<file path="config.mk">
export PLATFORM = sky130hd
export DESIGN_NAME = dpt_device_flat
export DESIGN_NICKNAME = d
export VERILOG_FILES = /design/src/dpt_pkg.sv /design/src/dpt_link_if.sv /design/src/dpt_device.sv /design/src/flat_wrapper.sv
export SDC_FILE = /design/constraint.sdc
export NUM_CORES = 1
export LEC_CHECK = 0
export BUFFER_PORTS_ARGS = -buffer_cell sky130_fd_sc_hd__buf_4
export CORE_AREA = 2 2 119 92
export DETAILED_ROUTE_END_ITERATION = 16
export DIE_AREA = 0 0 121 94
export MAX_ROUTING_LAYER = met4
export PLACE_DENSITY = 0.88
export SYNTH_ARGS = -nofsm -noshare
export SYNTH_HDL_FRONTEND = slang
export SYNTH_SLANG_ARGS = --single-unit
export TNS_END_PERCENT = 30
</file>
<file path="constraint.sdc">
create_clock -name clock -period 6.4 [get_ports clock]
set_clock_uncertainty 0.2 [all_clocks]
set_input_delay 0.64 -clock clock [delete_from_list [all_inputs] [get_ports clock]]
set_output_delay 0.64 -clock clock [all_outputs]
set_load 0.03 [all_outputs]
</file>
<file path="src/dpt_pkg.sv">
// Constants, types and helpers shared by both link ends
// Contract
// RULE1 - Header byte: two-bit channel, six-bit type
// RULE2 - Read request: type 06h, code, zero
// RULE3 - After turnaround answer error report or data
// RULE4 - Null filler long packet: payload discarded
// RULE5 - Trailer: type 08h, 0Fh, 0Fh, 01h
// RULE6 - Bursts accepted with or without trailer
// RULE7 - Missing high-speed trailer flags protocol error; the device flags it only once a valid trailer has been seen since reset
// RULE8 - Device never sends a trailer
// RULE9 - Device answers in low power only
// RULE10 - Sync types 01h, 11h, 21h, 31h
// RULE11 - Vertical sync start/end imply line start
// RULE12 - Host may send lone or paired syncs
// RULE13 - Type 12h selects eight-colour mode
// RULE14 - Type 02h returns to full colour
// RULE15 - Type 22h blanks display, receiver stays on
// RULE16 - Type 32h turns the display on
// RULE17 - Blanking long packet 19h: payload unused
// RULE18 - Long packet: header, count, payload, checksum
// RULE19 - Host sends about one line per burst
// RULE20 - Host sets return size before reads
// RULE21 - Error report is type 02h, bit per error
// RULE22 - Four header bytes; long type checked first
package dpt_pkg;
  localparam int CLK_PERIOD_NS = 40;
  localparam int LINK_PERIOD_NS = 320;
  localparam int HALF_CYC = LINK_PERIOD_NS / CLK_PERIOD_NS / 2;
  localparam logic [2:0] HALF_MAX = 3'(HALF_CYC - 1);
  localparam logic [5:0] DT_VS_START = 6'h01;
  localparam logic [5:0] DT_VS_END = 6'h11;
  localparam logic [5:0] DT_HS_START = 6'h21;
  localparam logic [5:0] DT_HS_END = 6'h31;
  localparam logic [5:0] DT_COLOUR_ON = 6'h12;
  localparam logic [5:0] DT_COLOUR_OFF = 6'h02;
  localparam logic [5:0] DT_SHUTDOWN = 6'h22;
  localparam logic [5:0] DT_TURN_ON = 6'h32;
  localparam logic [5:0] DT_READ_REQ = 6'h06;
  localparam logic [5:0] DT_TRAILER = 6'h08;
  localparam logic [5:0] DT_MAX_RET = 6'h37;
  localparam logic [5:0] DT_WRITE0 = 6'h05;
  localparam logic [5:0] DT_WRITE1 = 6'h15;
  localparam logic [5:0] DT_NULL = 6'h09;
  localparam logic [5:0] DT_BLANK = 6'h19;
  localparam logic [5:0] DT_ACK_ERR = 6'h02;
  localparam logic [5:0] DT_RD_RESP1 = 6'h21;
  localparam logic [1:0] VC_HOST = 2'h0;
  localparam logic [7:0] TRAILER_DATA = 8'h0F;
  localparam logic [7:0] TRAILER_ECC = 8'h01;
  localparam logic [7:0] ZERO_BYTE = 8'h00;
  localparam int ERR_DT_BIT = 11;
  localparam int ERR_VC_BIT = 12;
  localparam int ERR_PROTO_BIT = 15;
  localparam logic [16:0] CRC_BYTES = 17'h00002;
  localparam logic [16:0] LAST_LEFT = 17'h00001;
  localparam logic [1:0] HDR_LAST = 2'h3;
  localparam int FIFO_W = 9;
  localparam int FIFO_DEPTH = 8;

  typedef enum logic [0:0] {P_HDR = 1'b0, P_PAY = 1'b1} dpt_parse_t;
  typedef enum logic [0:0] {T_IDLE = 1'b0, T_SEND = 1'b1} dpt_tx_t;
  typedef enum logic [1:0] {H_IDLE = 2'b00, H_SEND = 2'b01, H_TRAIL = 2'b10, H_GAP = 2'b11} dpt_host_t;

  // Long packets have bit 3 set and a nonzero low field
  function automatic logic is_long(input logic [5:0] dt);
    return dt[3] && (dt[2:0] != 3'h0);
  endfunction

  // Header byte on the host channel
  function automatic logic [7:0] make_di(input logic [5:0] dt);
    return {VC_HOST, dt}; // RULE1
  endfunction

  // Level changes only once second and third stages agree
  function automatic logic filt(input logic a, input logic b, input logic q);
    return (a == b) ? a : q;
  endfunction
endpackage

</file>
<file path="src/dpt_link_if.sv">
// Link wires between host end and device end
`timescale 1ns/1ps
interface dpt_link_if;
  logic       host_clk;
  logic       host_frame;
  logic       host_hs;
  logic [7:0] host_data;
  logic       dev_clk;
  logic       dev_frame;
  logic [7:0] dev_data;
  modport host (output host_clk, host_frame, host_hs, host_data, input dev_clk, dev_frame, dev_data);
  modport dev (input host_clk, host_frame, host_hs, host_data, output dev_clk, dev_frame, dev_data);
endinterface // dpt_link_if

</file>
<file path="src/dpt_device.sv">
// Device end: packet type decoder with low-power answer path
`timescale 1ns/1ps
module dpt_device
  import dpt_pkg::*;
(
  // Clock and reset
  input  wire logic       clock,
  input  wire logic       resetn,
  // Link to the host
  dpt_link_if.dev         link,
  // Options and read answer
  input  wire logic       missing_trailer_error_disable,
  input  wire logic [7:0] read_data,
  // Sync events
  output logic            vs_start,
  output logic            vs_end,
  output logic            hs_start,
  output logic            hs_end,
  // Display state
  output logic            eight_colour,
  output logic            display_on,
  // Read request and errors
  output logic            read_req,
  output logic [7:0]      read_cmd,
  output logic            protocol_error
);
  logic [2:0]      clk_s;
  logic [2:0]      frm_s;
  logic [2:0]      hs_s;
  logic [2:0][7:0] dat_s;
  logic            clk_q;
  logic            frm_q;
  logic            hs_q;
  dpt_parse_t      st;
  logic [1:0]      idx;
  logic [7:0]      di;
  logic [7:0]      d0;
  logic [7:0]      d1;
  logic [16:0]     left;
  logic            burst_hs;
  logic            seen_trailer;
  logic            trailer_used;
  logic            pend_read;
  logic [15:0]     err;
  dpt_tx_t         tst;
  logic [2:0]      div;
  logic [1:0]      tidx;
  logic [31:0]     shift;
  logic            tx_go;

  // Filtered link levels and their edges
  wire logic       next_clk = filt(clk_s[1], clk_s[2], clk_q);
  wire logic       next_frm = filt(frm_s[1], frm_s[2], frm_q);
  wire logic       next_hs = filt(hs_s[1], hs_s[2], hs_q);
  wire logic       take = next_clk && !clk_q && frm_q;
  wire logic       frame_rise = next_frm && !frm_q;
  wire logic       frame_fall = !next_frm && frm_q;
  wire logic [7:0] byte_in = dat_s[2];

  // Header decode at the fourth byte
  wire logic [5:0] dt = di[5:0];
  wire logic       vc_ok = di[7:6] == VC_HOST; // RULE1
  wire logic       hdr_end = take && (st == P_HDR) && (idx == HDR_LAST); // RULE22
  wire logic       short_end = hdr_end && !is_long(dt); // RULE22
  wire logic       trailer_ok = (d0 == TRAILER_DATA) && (d1 == TRAILER_DATA) && (byte_in == TRAILER_ECC); // RULE5
  wire logic       known = (dt == DT_VS_START) || (dt == DT_VS_END) || (dt == DT_HS_START)
                        || (dt == DT_HS_END) || (dt == DT_COLOUR_ON) || (dt == DT_COLOUR_OFF)
                        || (dt == DT_SHUTDOWN) || (dt == DT_TURN_ON) || (dt == DT_READ_REQ)
                        || (dt == DT_TRAILER) || (dt == DT_MAX_RET) || (dt == DT_WRITE0)
                        || (dt == DT_WRITE1);

  // Short packet of a given type on the host channel
  function automatic logic is_dt(input logic [5:0] x);
    return short_end && vc_ok && (dt == x);
  endfunction

  // Trailer checks and error collection
  wire logic       bad_trailer = is_dt(DT_TRAILER) && !trailer_ok;
  wire logic       missing = frame_fall && burst_hs && trailer_used && !seen_trailer
                          && !missing_trailer_error_disable; // RULE7
  wire logic       send_start = frame_fall && pend_read;
  wire logic [15:0] err_set = (16'(hdr_end && !vc_ok) << ERR_VC_BIT)
                           | (16'(short_end && vc_ok && !known) << ERR_DT_BIT)
                           | (16'(missing || bad_trailer) << ERR_PROTO_BIT);
  wire logic [15:0] err_clr = send_start ? err : '0;

  // Answer: error report if anything was flagged, else the read data
  wire logic [31:0] resp = (err != '0)
                        ? {ZERO_BYTE, err[15:8], err[7:0], make_di(DT_ACK_ERR)} // RULE21
                        : {ZERO_BYTE, ZERO_BYTE, read_data, make_di(DT_RD_RESP1)}; // RULE3
  wire logic        tick = div == HALF_MAX;
  wire logic        fall_tick = tick && link.dev_clk;

  // Three-stage sampling of every link input
  always_ff @(posedge clock) begin
    if (!resetn) begin
      clk_s <= '0;
      frm_s <= '0;
      hs_s <= '0;
      dat_s <= '0;
      clk_q <= 1'b0;
      frm_q <= 1'b0;
      hs_q <= 1'b0;
    end else begin
      clk_s <= {clk_s[1:0], link.host_clk};
      frm_s <= {frm_s[1:0], link.host_frame};
      hs_s <= {hs_s[1:0], link.host_hs};
      dat_s <= {dat_s[1:0], link.host_data};
      clk_q <= next_clk;
      frm_q <= next_frm;
      hs_q <= next_hs;
    end
  end

  // Packet walker: header bytes, then payload and checksum skipped
  always_ff @(posedge clock) begin
    if (!resetn) begin
      st <= P_HDR;
      idx <= '0;
      di <= ZERO_BYTE;
      d0 <= ZERO_BYTE;
      d1 <= ZERO_BYTE;
      left <= '0;
    end else if (frame_rise || frame_fall) begin
      st <= P_HDR;
      idx <= '0;
    end else if (take) begin
      case (st)
        P_HDR: begin
          case (idx)
            2'h0: di <= byte_in;
            2'h1: d0 <= byte_in;
            2'h2: d1 <= byte_in;
            default: ;
          endcase
          idx <= 2'(idx + 1'b1);
          if (hdr_end && is_long(dt)) begin
            st <= P_PAY; // RULE4 RULE17
            left <= 17'({1'b0, d1, d0} + CRC_BYTES); // RULE18
          end
        end
        P_PAY: begin
          left <= 17'(left - LAST_LEFT); // RULE4 RULE17
          if (left == LAST_LEFT) begin
            st <= P_HDR;
          end
        end
        default: st <= P_HDR;
      endcase
    end
  end

  // Event pulses and display mode state
  always_ff @(posedge clock) begin
    if (!resetn) begin
      vs_start <= 1'b0;
      vs_end <= 1'b0;
      hs_start <= 1'b0;
      hs_end <= 1'b0;
      eight_colour <= 1'b0;
      display_on <= 1'b1;
      read_req <= 1'b0;
      read_cmd <= ZERO_BYTE;
    end else begin
      vs_start <= is_dt(DT_VS_START); // RULE10 RULE12
      vs_end <= is_dt(DT_VS_END); // RULE10
      hs_start <= is_dt(DT_HS_START) || is_dt(DT_VS_START) || is_dt(DT_VS_END); // RULE10 RULE11
      hs_end <= is_dt(DT_HS_END); // RULE10
      if (is_dt(DT_COLOUR_ON)) begin
        eight_colour <= 1'b1; // RULE13
      end else if (is_dt(DT_COLOUR_OFF)) begin
        eight_colour <= 1'b0; // RULE14
      end
      if (is_dt(DT_SHUTDOWN)) begin
        display_on <= 1'b0; // RULE15
      end else if (is_dt(DT_TURN_ON)) begin
        display_on <= 1'b1; // RULE16
      end
      read_req <= is_dt(DT_READ_REQ);
      if (is_dt(DT_READ_REQ)) begin
        read_cmd <= d0; // RULE2
      end
    end
  end

  // Trailer tracking per burst, pending read and sticky errors
  always_ff @(posedge clock) begin
    if (!resetn) begin
      burst_hs <= 1'b0;
      seen_trailer <= 1'b0;
      trailer_used <= 1'b0;
      pend_read <= 1'b0;
      err <= '0;
      protocol_error <= 1'b0;
    end else begin
      if (frame_rise) begin
        burst_hs <= next_hs;
        seen_trailer <= 1'b0; // RULE6
      end else if (is_dt(DT_TRAILER) && trailer_ok) begin
        seen_trailer <= 1'b1;
        trailer_used <= 1'b1; // RULE7
      end
      if (is_dt(DT_READ_REQ)) begin
        pend_read <= 1'b1;
      end else if (frame_fall) begin
        pend_read <= 1'b0;
      end
      err <= (err & ~err_clr) | err_set; // RULE21
      protocol_error <= missing; // RULE7
    end
  end

  // Answer sender: own divided clock, four bytes, low power, no trailer
  always_ff @(posedge clock) begin
    if (!resetn) begin
      div <= '0;
      link.dev_clk <= 1'b0;
      link.dev_frame <= 1'b0;
      link.dev_data <= ZERO_BYTE;
      tst <= T_IDLE;
      tidx <= '0;
      shift <= '0;
      tx_go <= 1'b0;
    end else begin
      div <= tick ? '0 : 3'(div + 1'b1);
      if (tick) begin
        link.dev_clk <= !link.dev_clk;
      end
      if (fall_tick) begin
        case (tst)
          T_IDLE: begin
            if (tx_go) begin
              tst <= T_SEND; // RULE9
              tx_go <= 1'b0;
              link.dev_frame <= 1'b1;
              link.dev_data <= shift[7:0];
              shift <= {ZERO_BYTE, shift[31:8]};
              tidx <= '0;
            end
          end
          T_SEND: begin
            if (tidx == HDR_LAST) begin
              tst <= T_IDLE; // RULE8
              link.dev_frame <= 1'b0;
            end else begin
              link.dev_data <= shift[7:0];
              shift <= {ZERO_BYTE, shift[31:8]};
              tidx <= 2'(tidx + 1'b1);
            end
          end
          default: tst <= T_IDLE;
        endcase
      end
      if (send_start) begin
        shift <= resp; // RULE3
        tx_go <= 1'b1;
      end
    end
  end
endmodule // dpt_device

</file>
<file path="src/flat_wrapper.sv">
// flat-port wrapper written by rule: the top's interface ports become plain ports
module dpt_device_flat import dpt_pkg::*;
  (clock, resetn, missing_trailer_error_disable, read_data, vs_start, vs_end, hs_start, hs_end, eight_colour, display_on, read_req, read_cmd, protocol_error, link_host_clk, link_host_frame, link_host_hs, link_host_data, link_dev_clk, link_dev_frame, link_dev_data);
  dpt_link_if link_i ();
  input  wire logic clock;
  input  wire logic resetn;
  input  wire logic missing_trailer_error_disable;
  input  wire logic [7:0] read_data;
  output logic vs_start;
  output logic vs_end;
  output logic hs_start;
  output logic hs_end;
  output logic eight_colour;
  output logic display_on;
  output logic read_req;
  output logic [7:0] read_cmd;
  output logic protocol_error;
  input wire logic [$bits(link_i.host_clk)-1:0] link_host_clk;
  input wire logic [$bits(link_i.host_frame)-1:0] link_host_frame;
  input wire logic [$bits(link_i.host_hs)-1:0] link_host_hs;
  input wire logic [$bits(link_i.host_data)-1:0] link_host_data;
  output wire logic [$bits(link_i.dev_clk)-1:0] link_dev_clk;
  output wire logic [$bits(link_i.dev_frame)-1:0] link_dev_frame;
  output wire logic [$bits(link_i.dev_data)-1:0] link_dev_data;
  assign link_i.host_clk = link_host_clk;
  assign link_i.host_frame = link_host_frame;
  assign link_i.host_hs = link_host_hs;
  assign link_i.host_data = link_host_data;
  assign link_dev_clk = link_i.dev_clk;
  assign link_dev_frame = link_i.dev_frame;
  assign link_dev_data = link_i.dev_data;
  dpt_device u_core (.clock(clock), .resetn(resetn), .link(link_i), .missing_trailer_error_disable(missing_trailer_error_disable), .read_data(read_data), .vs_start(vs_start), .vs_end(vs_end), .hs_start(hs_start), .hs_end(hs_end), .eight_colour(eight_colour), .display_on(display_on), .read_req(read_req), .read_cmd(read_cmd), .protocol_error(protocol_error));
endmodule
</file>
[Word level (Yosys, flattened, before mapping)]
Cells that the tools add are included.
Operators by class
  bitwise logic cells: 10
  add/subtract/negate cells: 5
  equality and inequality tests: 32
  mux-type cells: 36
  reduce and logical (&&, ||, !) cells: 79
Operators by type and width (count)
  two-way mux 32 bit: 4
  case mux 32 bit (2 select lines): 1
  case mux 17 bit (2 select lines): 1
  logical AND 1 bit: 32
  OR 16 bit: 2
  == test 6 bit (second input constant): 5
  two-way mux 24 bit: 1
  == test 6 x 5 -> 1 bit (second input constant): 3
  two-way mux 1 bit: 18
  adder 16 x 2 -> 17 bit (second input constant): 1
  == test 17 x 1 -> 1 bit (second input constant): 1
  two-way mux 17 bit: 1
  subtractor 17 x 1 -> 17 bit (second input constant): 1
  bitwise AND 16 bit: 1
  == test 8 x 4 -> 1 bit (second input constant): 2
  logical OR 1 bit: 16
  two-way mux 16 bit: 1
  two-way mux 8 bit: 2
  inverter 16 bit: 1
  case mux 8 bit (2 select lines): 1
  nonzero test 16 bit: 1
  OR 13 x 12 -> 13 bit: 1
  == test 6 x 3 -> 1 bit (second input constant): 2
  AND reduction 3 bit: 4
  25 further kinds: 59
Storage, ports and cells
  word-level logic and storage cells: 199
  bits of input ports: 22
  bits in registers: 165

[Depth between registers and ports, before layout]
Gate-level depths: netlist of the first run.
  word-level depth: 18
  depth in mapped cells: 10
  depth with buffers taken out: 7

[Worst setup path before layout of the first run]
No wires, ideal clock.
  path type: register to register
  start: register u_core.frm_q
  end: register u_core.left[2]
  cell stages (with the launch flop): 10
  path buffers: 3
  data arrival time: 1.954 ns
  setup slack: 4.118 ns
  clock period less this slack: 2.282 ns
  path through: dfxtp_1 > maj3_1 > inv_1 > ha_1 > clkbuf_1 > o211ai_2 > buf_4 > buf_4 > a222oi_1 > nor2_1
Between the ends
  longest elaborated chain between the ends: 6
RTL lines
  start: declaration: line dpt_device.sv:32  | logic frm_q;
  start signal: assignment: line dpt_device.sv:110  | frm_q <= next_frm;
  two-way mux 1 bit *: line dpt_pkg.sv:76  | return (a == b) ? a : q;
  net u_core.next_frm: line dpt_device.sv:53  | wire logic next_frm = filt(frm_s[1], frm_s[2], frm_q);
  zero test 1 bit: line dpt_device.sv:57  | wire logic frame_fall = !next_frm && frm_q;
  logical AND 1 bit: line dpt_device.sv:57
  logical OR 1 bit *: line dpt_device.sv:124  | end else if (frame_rise || frame_fall) begin
  inverter 1 bit (no source line) *
  AND reduction 3 bit (no source line) *
  end signal: assignment: line dpt_device.sv:139  | left <= 17'({1'b0, d1, d0} + CRC_BYTES);
  end signal: assignment: line dpt_device.sv:143  | left <= 17'(left - LAST_LEFT);
  end: declaration: line dpt_device.sv:39  | logic [16:0] left;
The timed path passes the listed nets; every way through them passes the cells marked *.
A chain may end at the register's enable or synchronous reset.

[Worst setup path in the final report of the first run]
  start: register u_core.frm_q
  end: register u_core.left[14]
The elaborated chain is that of the path after synthesis.

==> summary.txt, run 1 <==
Run status
  – Status: complete, no violations

CTS
  – # clock sinks: between 150 and 200
  – H-tree depth: 4
  – Hold Buf Count CTS: 0
  – Clk root buf: clkbuf_16
  – Post-cts repair resize count: 0
  – CTS tree: built
  – Clk_lat worst skew: between 0.4 and 0.5 ns
  – Clock transition at the registers of the reported paths: 0.06 ns
  – Num CTS Buffers: 17
  – Postcts setup bufs: 0
  – Largest buffer count on any clock path: 2

Timing
  – Max Clk Rate: ~320 MHz
  – Fin Setup TNS: 0 ns
  – Slew Viols, Final: 0
  – Unrepaired setup endpoints after global routing: false
  – Final period util: about half
  – Final hold vios: 0
  – Rel. slew slack: roughly 23%
  – Slew @ Worst Pin: between 1 and 1.5 ns
  – Setup violations, final: 0
  – Min Clock Period, post-route: between 3 and 4 ns

Worst setup path
  – WS Path Type: flip-flop to flip-flop
  – Reg2reg start: u_core.frm_q$_SDFF_PN0_
  – Crit-path max FO: 29
  – Setup crit start kind: flip-flop
  – Reg2reg path depth: 8
  – WP data arrival: 3.31 ns
  – Worst R2R End: u_core.left[14]$_SDFFE_PN0P_
  – CP endpoint kind: flip-flop
  – CP Data Required Time: roughly 6.5 ns
  – Worst Setup SP: u_core.frm_q$_SDFF_PN0_
  – Reg2Reg Setup Slack: around 3.2 ns

Pwr
  – Power density cells: between 200 and 300 nW/um^2
  – Peak VDD IR: between 0.2 and 0.3 mV
  – Power, Total: about 2.0 mW
  – Pleak: around 2.9 nW

Synthesis
  – Top_reg_cell synth: dfxtp_1
  – Syn_area_per_cell: around 9.1 um^2
  – Post-synthesis cell area: 6390 um^2
  – Syn Nets: approximately 740
  – Synth warn: 0
  – Yosys reg bits: roughly 160
  – Async SR Flop Fraction: 0%
  – Syn Inst Count: 704
  – Sequential area share after synthesis: 49.2%
  – Post-synth EDFFs: 0
  – Netlist cell types: between 60 and 70

Cells and area
  – Commonest non-fill, non-tap cell in the layout: dfxtp_1
  – Final nets: approximately 770
  – Layout cells sized above 1: around an eighth
  – Filler cells: ~720
  – Most frequent cells in the layout: dfxtp_1 (157), nand2_1 (80), nor2_1 (69)
  – Layout overhead on the synthesized area: 14.7%
  – Ant. Diodes: 0

Die
  – Die Y: about 94 um
  – CORE AREA: approximately 10,000 um^2
  – Die X: about 120 um
  – Ports: 48
  – Starting Density: ~63%
  – Row Count: 32
  – Die area: between 10,000 and 15,000 um^2

Global route
  – Initial antenna violation count: 0
  – First-pass GRT wire length: 23,800 um
  – Grt ovf: 0
  – Via count of the first global-routing pass: between 5,000 and 6,000
  – Total GRT Usage: 27.2%
  – Pin count of the biggest net entering global routing: ~90

Routing
  – Total iterations of the first detailed-routing run: 6
  – DRC viols: 0
  – Routed vias/inst: 6.01
  – Avg WL per Cell: 16.1 um
  – Final WL: between 10,000 and 15,000 um
  – Via Count: between 5,000 and 6,000
  – 1st-iter DRT viols: 512
  – DRT antenna net count: 0

Min path
  – Hold EP: u_core.protocol_error$_SDFF_PN0_
  – Hold Crit Start: missing_trailer_error_disable
  – Hold depth: 2
  – Worst min path class: input pin to flip-flop

Place
  – IO buf count: 47
  – Final Wtd Congestion: a little under 0.9
  – DP HPWL: between 8000 and 9000 um

Run
  – # Max-Cap Violations: 0
cells in the mapped netlist (10+ instances only):
master | n | area share [%]
a211oi_1 | 11 | 1.3
a21oi_1 | 47 | 3.7
a31oi_1 | 11 | 1.1
and2_1 | 40 | 3.9
and3_1 | 17 | 1.7
clkbuf_1 | 29 | 1.7
dfxtp_1 | 157 | 49
ha_1 | 12 | 2.3
inv_1 | 12 | 0.70
mux2i_1 | 35 | 5.5
nand2_1 | 80 | 4.7
nand3_1 | 24 | 1.9
nor2_1 | 69 | 4.1
nor3_1 | 15 | 1.2
nor4_1 | 10 | 0.98
o21ai_0 | 24 | 1.9
metal layers:
metal | GRT usage, % | up-vias | share of wire (%)
met5 | - | - | 0
met4 | 12.1 | 0 | 1.8
met3 | 6.01 | 33 | 6.3
met2 | 45.5 | 217 | 50
met1 | 31.6 | 2510 | 42
li1 | - | 2530 | -
how the worst max path moves through the flow:
stage | slack, ns | cells past startpoint | to
final | 3.23 | 8 | u_core.left[14]$_SDFFE_PN0P_
after global placement | 3.56 | 8 | u_core.left[14]$_SDFFE_PN0P_
after detailed placement | 3.39 | 8 | u_core.left[15]$_SDFFE_PN0P_
after floorplan | 4.12 | 9 | u_core.left[2]$_SDFFE_PN0P_
after CTS | 3.36 | 8 | u_core.left[14]$_SDFFE_PN0P_
after global routing | 3.02 | 8 | u_core.left[14]$_SDFFE_PN0P_
critical path: stages, from the launching register on:
cell and delay, ns:
dfxtp_1 0.33, maj3_1 0.39, inv_1 0.10, ha_1 0.32, o211ai_2 0.12, buf_4 0.25, nor2_1 0.89, o21ai_0 0.25
a31oi_1 0.24
through the flow:
| stage | area (um^2) | hold WS [ns] | worst slack [ns] | instances | utilization (%) |
|---|---|---|---|---|---|
| 2_1_floorplan | 6390 | 0.199 | 4.12 | 704 | - |
| 3_3_place_gp | 6750 | 0.206 | 3.56 | 848 | 66.6 |
| 3_5_place_dp | 6750 | 0.216 | 3.39 | 848 | 66.6 |
| 4_1_cts | 7330 | 0.180 | 3.36 | 880 | 72.4 |
| 5_1_grt | 7330 | 0.186 | 3.02 | 880 | 72.4 |
| 6_report | 7330 | 0.192 | 3.23 | 880 | 72.4 |
logic make-up after synthesis:
logic type	after synthesis	synth area share (%)
adders and majority gates	13	2.51
AOI/OAI and AO/OA	132	13.0
buffers and inverters	56	3.78
muxes	36	5.66
DFF	157	49.2
xor gates and xnor gates	12	1.64
and+or+nand+nor	298	24.2
registers in the layout, indices dropped and copies added (netlist names), 3 cells and up:
signal and flops:
u_core.read_cmd 8, u_core.dat_s 16, u_core.d0 8, u_core.link.dev_data 8, u_core.div 3, u_core.clk_s 3, u_core.err 16, u_core.hs_s 3
u_core.left 17, u_core.frm_s 3, u_core.d1 8, u_core.di 8, u_core.byte_in 8, u_core.shift 24
report_power, final:
part	switching, mW	leakage [nW]	total (mW)	internal (mW)
logic	0.0249	1.35	0.0433	0.0184
registers	0.00611	1.27	0.995	0.988
clock network	0.439	0.280	0.991	0.552
layout make-up:
type | count | area [um^2] | share of cell area [%]
clock inverter | 14 | 151 | 2.07
clock buffer | 18 | 429 | 5.85
sequential | 157 | 3140 | 42.9
inverter | 13 | 48.8 | 0.666
timing repair buffer | 51 | 383 | 5.22
tap | 136 | 170 | 2.32
multi-input combinational | 491 | 3010 | 41.0
Power figures use the tool's default switching activity.
==> run 2: changes to the inputs <==
--- a/config.mk
+++ b/config.mk
@@ -5,12 +5,13 @@
 export SDC_FILE = /design/constraint.sdc
 export NUM_CORES = 1
 export LEC_CHECK = 0
+export ABC_AREA = 1
 export BUFFER_PORTS_ARGS = -buffer_cell sky130_fd_sc_hd__buf_4
-export CORE_AREA = 2 2 119 92
+export CORE_AREA = 2 2 126 98
 export DETAILED_ROUTE_END_ITERATION = 16
-export DIE_AREA = 0 0 121 94
+export DIE_AREA = 0 0 128 100
 export MAX_ROUTING_LAYER = met4
-export PLACE_DENSITY = 0.88
+export PLACE_DENSITY = 0.83
 export SYNTH_ARGS = -nofsm -noshare
 export SYNTH_HDL_FRONTEND = slang
 export SYNTH_SLANG_ARGS = --single-unit
==> constraint.sdc (replaced) <==
create_clock -name clock -period 3.3 [get_ports clock]
set_clock_uncertainty 0.2 [all_clocks]
set_input_delay 0.33 -clock clock [delete_from_list [all_inputs] [get_ports clock]]
set_output_delay 0.33 -clock clock [all_outputs]
set_load 0.03 [all_outputs]
==> run 2 against run 1 <==
Net effect:
- wire length increased by 10%
- critical endpoint is now u_core.err[11]$_SDFF_PN0_
- die area increased by 13%
- non-clock buffer count increased by 13
- cell area increased by 8.7%
- register-to-register slack got worse by 2.6 ns
- critical path type unchanged
- largest cell class unchanged
- global-route usage decreased by 0.93 points
- largest power group is now the clock network
- count of clock-buffer cells in the layout decreased by 1
==> summary.txt, run 2 <==
Die
  – Die area: 12,800 um^2
  – Die Y: 100 um
  – Starting Density: ~58%
  – Row Count: 35
  – Die X: approximately 130 um
  – CORE AREA: about 12,000 um^2
  – Ports: between 40 and 50

Place
  – Cell Area, Placed: 7230 um^2
  – Pre-CTS setup slack: just over 0.6 ns
  – Final Wtd Congestion: ~1
  – IO buf count: 47
  – DP HPWL: roughly 10,000 um

Timing
  – Setup violations, final: 0
  – Final hold vios: 0
  – Max Clk Rate: approximately 370 MHz
  – Rel. slew slack: between 30% and 40%
  – Slew Viols, Final: 0
  – Min Clock Period, post-route: between 2 and 3 ns
  – Unrepaired setup endpoints after global routing: false
  – Fin Setup TNS: 0 ns
  – Slew @ Worst Pin: around 1 ns
  – Final period util: between 80% and 90%
  – Final worst setup slack: 0.614 ns

Routing
  – Final WL: 15,600 um
  – DRT antenna net count: 0
  – Via Count: ~6,300
  – Total iterations of the first detailed-routing run: 5
  – 1st-iter DRT viols: about 550
  – DRC viols: 0
  – Avg WL per Cell: 13.3 um
  – Routed vias/inst: roughly 5.3

Worst setup path
  – Reg2reg start: u_core.frm_q$_SDFF_PN0_
  – Crit-path max FO: 28
  – WS Path Type: flip-flop to flip-flop
  – CP Data Required Time: ~3.5 ns
  – Setup crit start kind: flip-flop
  – WP data arrival: 2.84 ns
  – CP endpoint kind: flip-flop
  – Worst Setup SP: u_core.frm_q$_SDFF_PN0_

Synthesis
  – Commonest cells in the synthesized netlist: nand2_1 (208), dfxtp_1 (157), nor2_1 (133)
  – Post-synthesis cell area: 6800 um^2
  – Syn_area_per_cell: between 7 and 8 um^2
  – Synth area leaders: dfxtp_1 (46%), nand2_1 (11%), nor2_1 (7.3%), inv_1 (7.0%), nand3_1 (5.2%)
  – Async SR Flop Fraction: 0%
  – Synth warn: 0
  – Syn Nets: 995
  – Top_reg_cell synth: dfxtp_1
  – Netlist cell types: 39
  – Post-synth EDFFs: 0
  – Cell with the most instances after synthesis: nand2_1
  – Syn Inst Count: approximately 960
  – Post-synth top area share: a little under half
  – Post-synth top area cell: dfxtp_1
  – Yosys reg bits: about 160
  – Sequential area share after synthesis: a little under half

Cells and area
  – Ant. Diodes: 0
  – Most frequent cells in the layout: nand2_1 (208), dfxtp_1 (157), nor2_1 (133)
  – Layout overhead on the synthesized area: 17.1%
  – Top Registers: u_core.shift: 24 flops, u_core.left: 17 flops
  – Final core occ: between 60 and 70%
  – Commonest non-fill, non-tap cell in the layout: nand2_1
  – Largest Register: u_core.shift
  – Final instance area: between 7000 and 8000 um^2
  – Number of flip-flops in the largest register: 24
  – Final nets: 1,046
  – Layout cells sized above 1: between 10% and 20%
  – Filler cells: around 940

CTS
  – H-tree depth: 4
  – Clk root buf: clkbuf_16
  – CTS tree: built
  – Clk_lat worst skew: 0.43 ns
  – Hold Buf Count CTS: 12
  – Postcts setup bufs: 0
  – Clock transition at the registers of the reported paths: 0.08 ns
  – Largest buffer count on any clock path: 2
  – Post-cts repair resize count: 0
  – # clock sinks: about 160
  – Num CTS Buffers: 17

Global route
  – Total GRT Usage: between 20% and 30%
  – Pin count of the biggest net entering global routing: 107
  – Via count of the first global-routing pass: about 5,700
  – Grt ovf: 0
  – Initial antenna violation count: 0
  – First-pass GRT wire length: roughly 26,000 um

Pwr
  – P_sw: 1.03 mW
  – Internal power: roughly 3 mW
  – Power density cells: approximately 500 nW/um^2
  – Switching share of total power: between 20% and 30%
  – Pleak: between 3 and 4 nW
  – Clock power share: roughly 50%
  – Reg power frac: between 40% and 50%
  – Comb pwr share: 2.6%
  – Peak VDD IR: around 0.45 mV

Run
  – # Max-Cap Violations: 0

Min path
  – Worst min path class: input pin to flip-flop
  – Hold Crit Start: read_data[7]

Run status
  – Status: complete, no violations
[run 2: cell types whose count changed after synthesis, sizes merged, moves of 16 or more]
cell	delta
nand3	+45
nor2	+71
mux2i	-35
o21ai	+54
and2	-40
a21oi	+18
and3	-16
nand2	+132
inv	+121
nand4	+21
[run 2: final timing paths]
| check | slack, ns | endpoint | depth (start not counted) |
|---|---|---|---|
| hold / removal | 0.03 | u_core.shift[15]$_SDFFE_PN0P_ | 5 |
| hold reg to reg | 0.20 | u_core.byte_in[6]$_SDFF_PN0_ | 2 |
| setup / recovery | 0.61 | u_core.err[11]$_SDFF_PN0_ | 10 |
| setup reg to reg | 0.61 | u_core.err[11]$_SDFF_PN0_ | 10 |
[run 2: metrics by stage]
stage | hold slack [ns] | instances | total power, mW
2_1_floorplan | 0.190 | 961 | 2.02
3_3_place_gp | 0.192 | 1129 | 2.06
3_5_place_dp | 0.195 | 1129 | 2.06
4_1_cts | 0.0295 | 1173 | 4.03
5_1_grt | 0.0598 | 1173 | 4.14
6_report | 0.0342 | 1173 | 4.02
[run 2: power groups by stage]
stage	Clock [mW]	Sequential [mW]	Combinational, mW
6_report	2.00	1.92	0.103
5_1_grt	2.10	1.93	0.116
4_1_cts	2.01	1.92	0.102
3_5_place_dp	0	1.97	0.0903
3_3_place_gp	0	1.97	0.0889
2_1_floorplan	0	1.97	0.0554
[run 2: worst max-delay path, cell delays in order, from the launching register on]
cell     delay (ns)
dfxtp_1        0.41
inv_1          0.08
nand2_1        0.07
o21a_1         0.14
inv_1          0.06
ha_1           0.20
nand2_1        0.32
inv_2          0.28
nor2_1         0.31
inv_1          0.30
o21ai_0        0.22
[run 2: cell type report]
| cell class | instances | area [um^2] | share of cell area, % |
|---|---|---|---|
| inverters | 137 | 519 | 6.52 |
| well taps | 148 | 185 | 2.32 |
| flip-flops and latches | 157 | 3140 | 39.4 |
| clock buffers | 17 | 425 | 5.34 |
| clock inverters | 15 | 188 | 2.36 |
| multi-input cells | 635 | 3000 | 37.6 |
| repair buffers | 64 | 510 | 6.41 |
[run 2: cell families after synthesis]
logic type                 count (synthesis)  share of synthesized area [%]
and+or+nand+nor                          466                           29.7
buffers and inverters                    169                           9.73
DFF                                      157                           46.2
AOI/OAI and AO/OA                        152                           11.5
adders and majority gates                 12                           2.21
xor gates and xnor gates                   5                          0.644
[run 2: layer usage]
metal  share of wire [%]  vias to the layer above  global-route usage [%]
met5                   0                        -                       -
met4                 1.5                        0                    8.62
met3                 6.4                       24                    5.06
met2                  46                      221                    40.5
met1                  46                     2843                    35.2
li1                    -                     3168                       -
==> run 3: changes to the inputs <==
--- a/config.mk
+++ b/config.mk
@@ -7,11 +7,11 @@
 export LEC_CHECK = 0
 export ABC_AREA = 1
 export BUFFER_PORTS_ARGS = -buffer_cell sky130_fd_sc_hd__buf_4
-export CORE_AREA = 2 2 126 98
+export CORE_AREA = 2 2 133 103
 export DETAILED_ROUTE_END_ITERATION = 16
-export DIE_AREA = 0 0 128 100
+export DIE_AREA = 0 0 135 105
 export MAX_ROUTING_LAYER = met4
-export PLACE_DENSITY = 0.83
+export PLACE_DENSITY = 0.79
 export SYNTH_ARGS = -nofsm -noshare
 export SYNTH_HDL_FRONTEND = slang
 export SYNTH_SLANG_ARGS = --single-unit
==> constraint.sdc (replaced) <==
create_clock -name clock -period 2.3 [get_ports clock]
set_clock_uncertainty 0.2 [all_clocks]
set_input_delay 0.23 -clock clock [delete_from_list [all_inputs] [get_ports clock]]
set_output_delay 0.23 -clock clock [all_outputs]
set_load 0.03 [all_outputs]
==> run 3 against run 2 <==
Net effect:
- combinational power increased by 61%
- clock power increased by 44%
- fmax grew 24%
- critical path type unchanged
==> summary.txt, run 3 (synthesis results as in run 2) <==
Run status
  – Status: complete, no violations

Global route
  – Total GRT Usage: about a quarter
  – Grt ovf: 0
  – Pin count of the biggest net entering global routing: 107
  – Via count of the first global-routing pass: between 5,000 and 6,000
  – Initial antenna violation count: 0
  – First-pass GRT wire length: ~27,000 um

Cells and area
  – Layout cells sized above 1: 11.4%
  – Number of flip-flops in the largest register: 24
  – Most frequent cells in the layout: nand2_1 (208), dfxtp_1 (157), nor2_1 (132)
  – Final core occ: between 60% and 70%
  – Layout overhead on the synthesized area: 20.1%
  – Largest Register: u_core.shift
  – Ant. Diodes: 0
  – Filler cells: between 1,000 and 1,500
  – Final nets: around 1,100
  – Top Registers: u_core.shift: 24 flops, u_core.left: 17 flops
  – Commonest non-fill, non-tap cell in the layout: nand2_1

Die
  – Die area: 14,200 um^2
  – Ports: 48
  – Row Count: 36
  – CORE AREA: 12,800 um^2
  – Starting Density: between 50% and 60%
  – Die X: 135 um
  – Die Y: 105 um

Routing
  – DRT antenna net count: 0
  – Routed vias/inst: 5.16
  – Total iterations of the first detailed-routing run: 5
  – 1st-iter DRT viols: around 600
  – Via Count: around 6,300
  – Final WL: 15,900 um
  – Avg WL per Cell: approximately 13 um
  – DRC viols: 0

Worst setup path
  – CP max-delay cell: dfxtp_1
  – CP Data Required Time: between 2 and 2.5 ns
  – Most Frequent Cell on Critical Path: inv_1
  – Top delay family on crit path: flip-flops
  – Crit-path cells: inv_1 -> nand2_1 -> o21a_1 -> inv_1 -> ha_1 -> nand4_1 -> buf_4 -> o21ai_1 -> a21oi_1
  – CP endpoint kind: flip-flop
  – Crit-path max FO: 7
  – Setup crit start kind: flip-flop
  – WS Path Type: flip-flop to flip-flop
  – CP peak stage delay: 0.40 ns
  – Worst Path Buf+Inv: 3
  – WP data arrival: between 2 and 2.5 ns

Place
  – DP HPWL: around 11,000 um
  – IO buf count: 47
  – Pre-CTS setup slack: between 0.05 and 0.06 ns
  – Final Wtd Congestion: ~0.93

CTS
  – Clock transition at the registers of the reported paths: 0.07 ns
  – Largest buffer count on any clock path: 2
  – CTS tree: built
  – H-tree depth: 4
  – Postcts setup bufs: 0
  – Clk_lat worst skew: ~0.42 ns
  – Clk root buf: clkbuf_16
  – # clock sinks: 157
  – Num CTS Buffers: 17

Pwr
  – Power density cells: about 700 nW/um^2
  – Pleak: about 3.9 nW
  – Peak VDD IR: around 0.6 mV

Timing
  – Slew @ Worst Pin: between 0.5 and 0.6 ns
  – Min Clock Period, post-route: ~2.2 ns
  – Setup violations, final: 0
  – Unrepaired setup endpoints after global routing: true
  – Slew Viols, Final: 0
  – Final worst setup slack: ~0.14 ns
  – Rel. slew slack: 63.5%
  – Final hold vios: 0
  – Final period util: approximately 94%
  – Max Clk Rate: 463 MHz

Run
  – # Max-Cap Violations: 0

Min path
  – Worst min path class: input pin to flip-flop
run 3: power by group:
group / switching (mW) / internal (mW)
logic: 0.0872 / 0.0787
registers: 0.0150 / 2.75
clock network: 1.20 / 1.68
run 3: through the flow:
stage               hold slack (ns)  setup TNS, ns  power, mW  instances  area, um^2
finish                       0.0658              0       5.81       1214        8170
global route                 0.0733       -0.00309       6.00       1214        8170
CTS                          0.0486              0       5.85       1214        8160
detailed placement            0.197              0       2.96       1162        7350
global placement              0.192              0       2.96       1162        7350
floorplan                     0.128              0       2.90        961        6800
run 3: routing by layer:
metal  wire length, um  track usage [%]  vias up
met3               940             4.90       28
li1                  -                -     3210
met2              6770             33.7      207
met4               235             7.89        0
met1              7920             34.9     2818
met5                 0                -        -
run 3: final cells by class:
class	count	area (um^2)	share of cell area, %
Sequential cell	157	3140	38.5
Multi-Input combinational cell	635	3000	36.8
Clock buffer	19	443	5.42
Clock inverter	13	165	2.02
Timing Repair Buffer	82	678	8.30
Tap cell	171	214	2.62
Inverter	137	519	6.36
run 3: worst reg2reg max path: stages (launching register included):
cell and delay, ns:
dfxtp_1 0.40, inv_1 0.08, nand2_1 0.07, o21a_1 0.14, inv_1 0.06, ha_1 0.37, nand4_1 0.23, buf_4 0.25
o21ai_1 0.18, a21oi_1 0.07
run 3: path summary, 6_finish.rpt:
kind	startpoint	endpoint	slack [ns]	cells past startpoint
max	u_core.frm_q$_SDFF_PN0_	u_core.di[0]$_SDFFE_PN0P_	0.14	9
min	resetn	u_core.seen_trailer$_SDFFE_PP0P_	0.07	5
max reg2reg	u_core.frm_q$_SDFF_PN0_	u_core.di[0]$_SDFFE_PN0P_	0.14	9
min reg2reg	u_core.dat_s[9]$_SDFF_PN0_	u_core.byte_in[1]$_SDFF_PN0_	0.21	2
run 3: repair_timing:
action	in CTS	in global routing
gates resized for setup	0	5
hold endpoints to repair	21	0
hold buffers	20	0
setup endpoints to repair	0	18
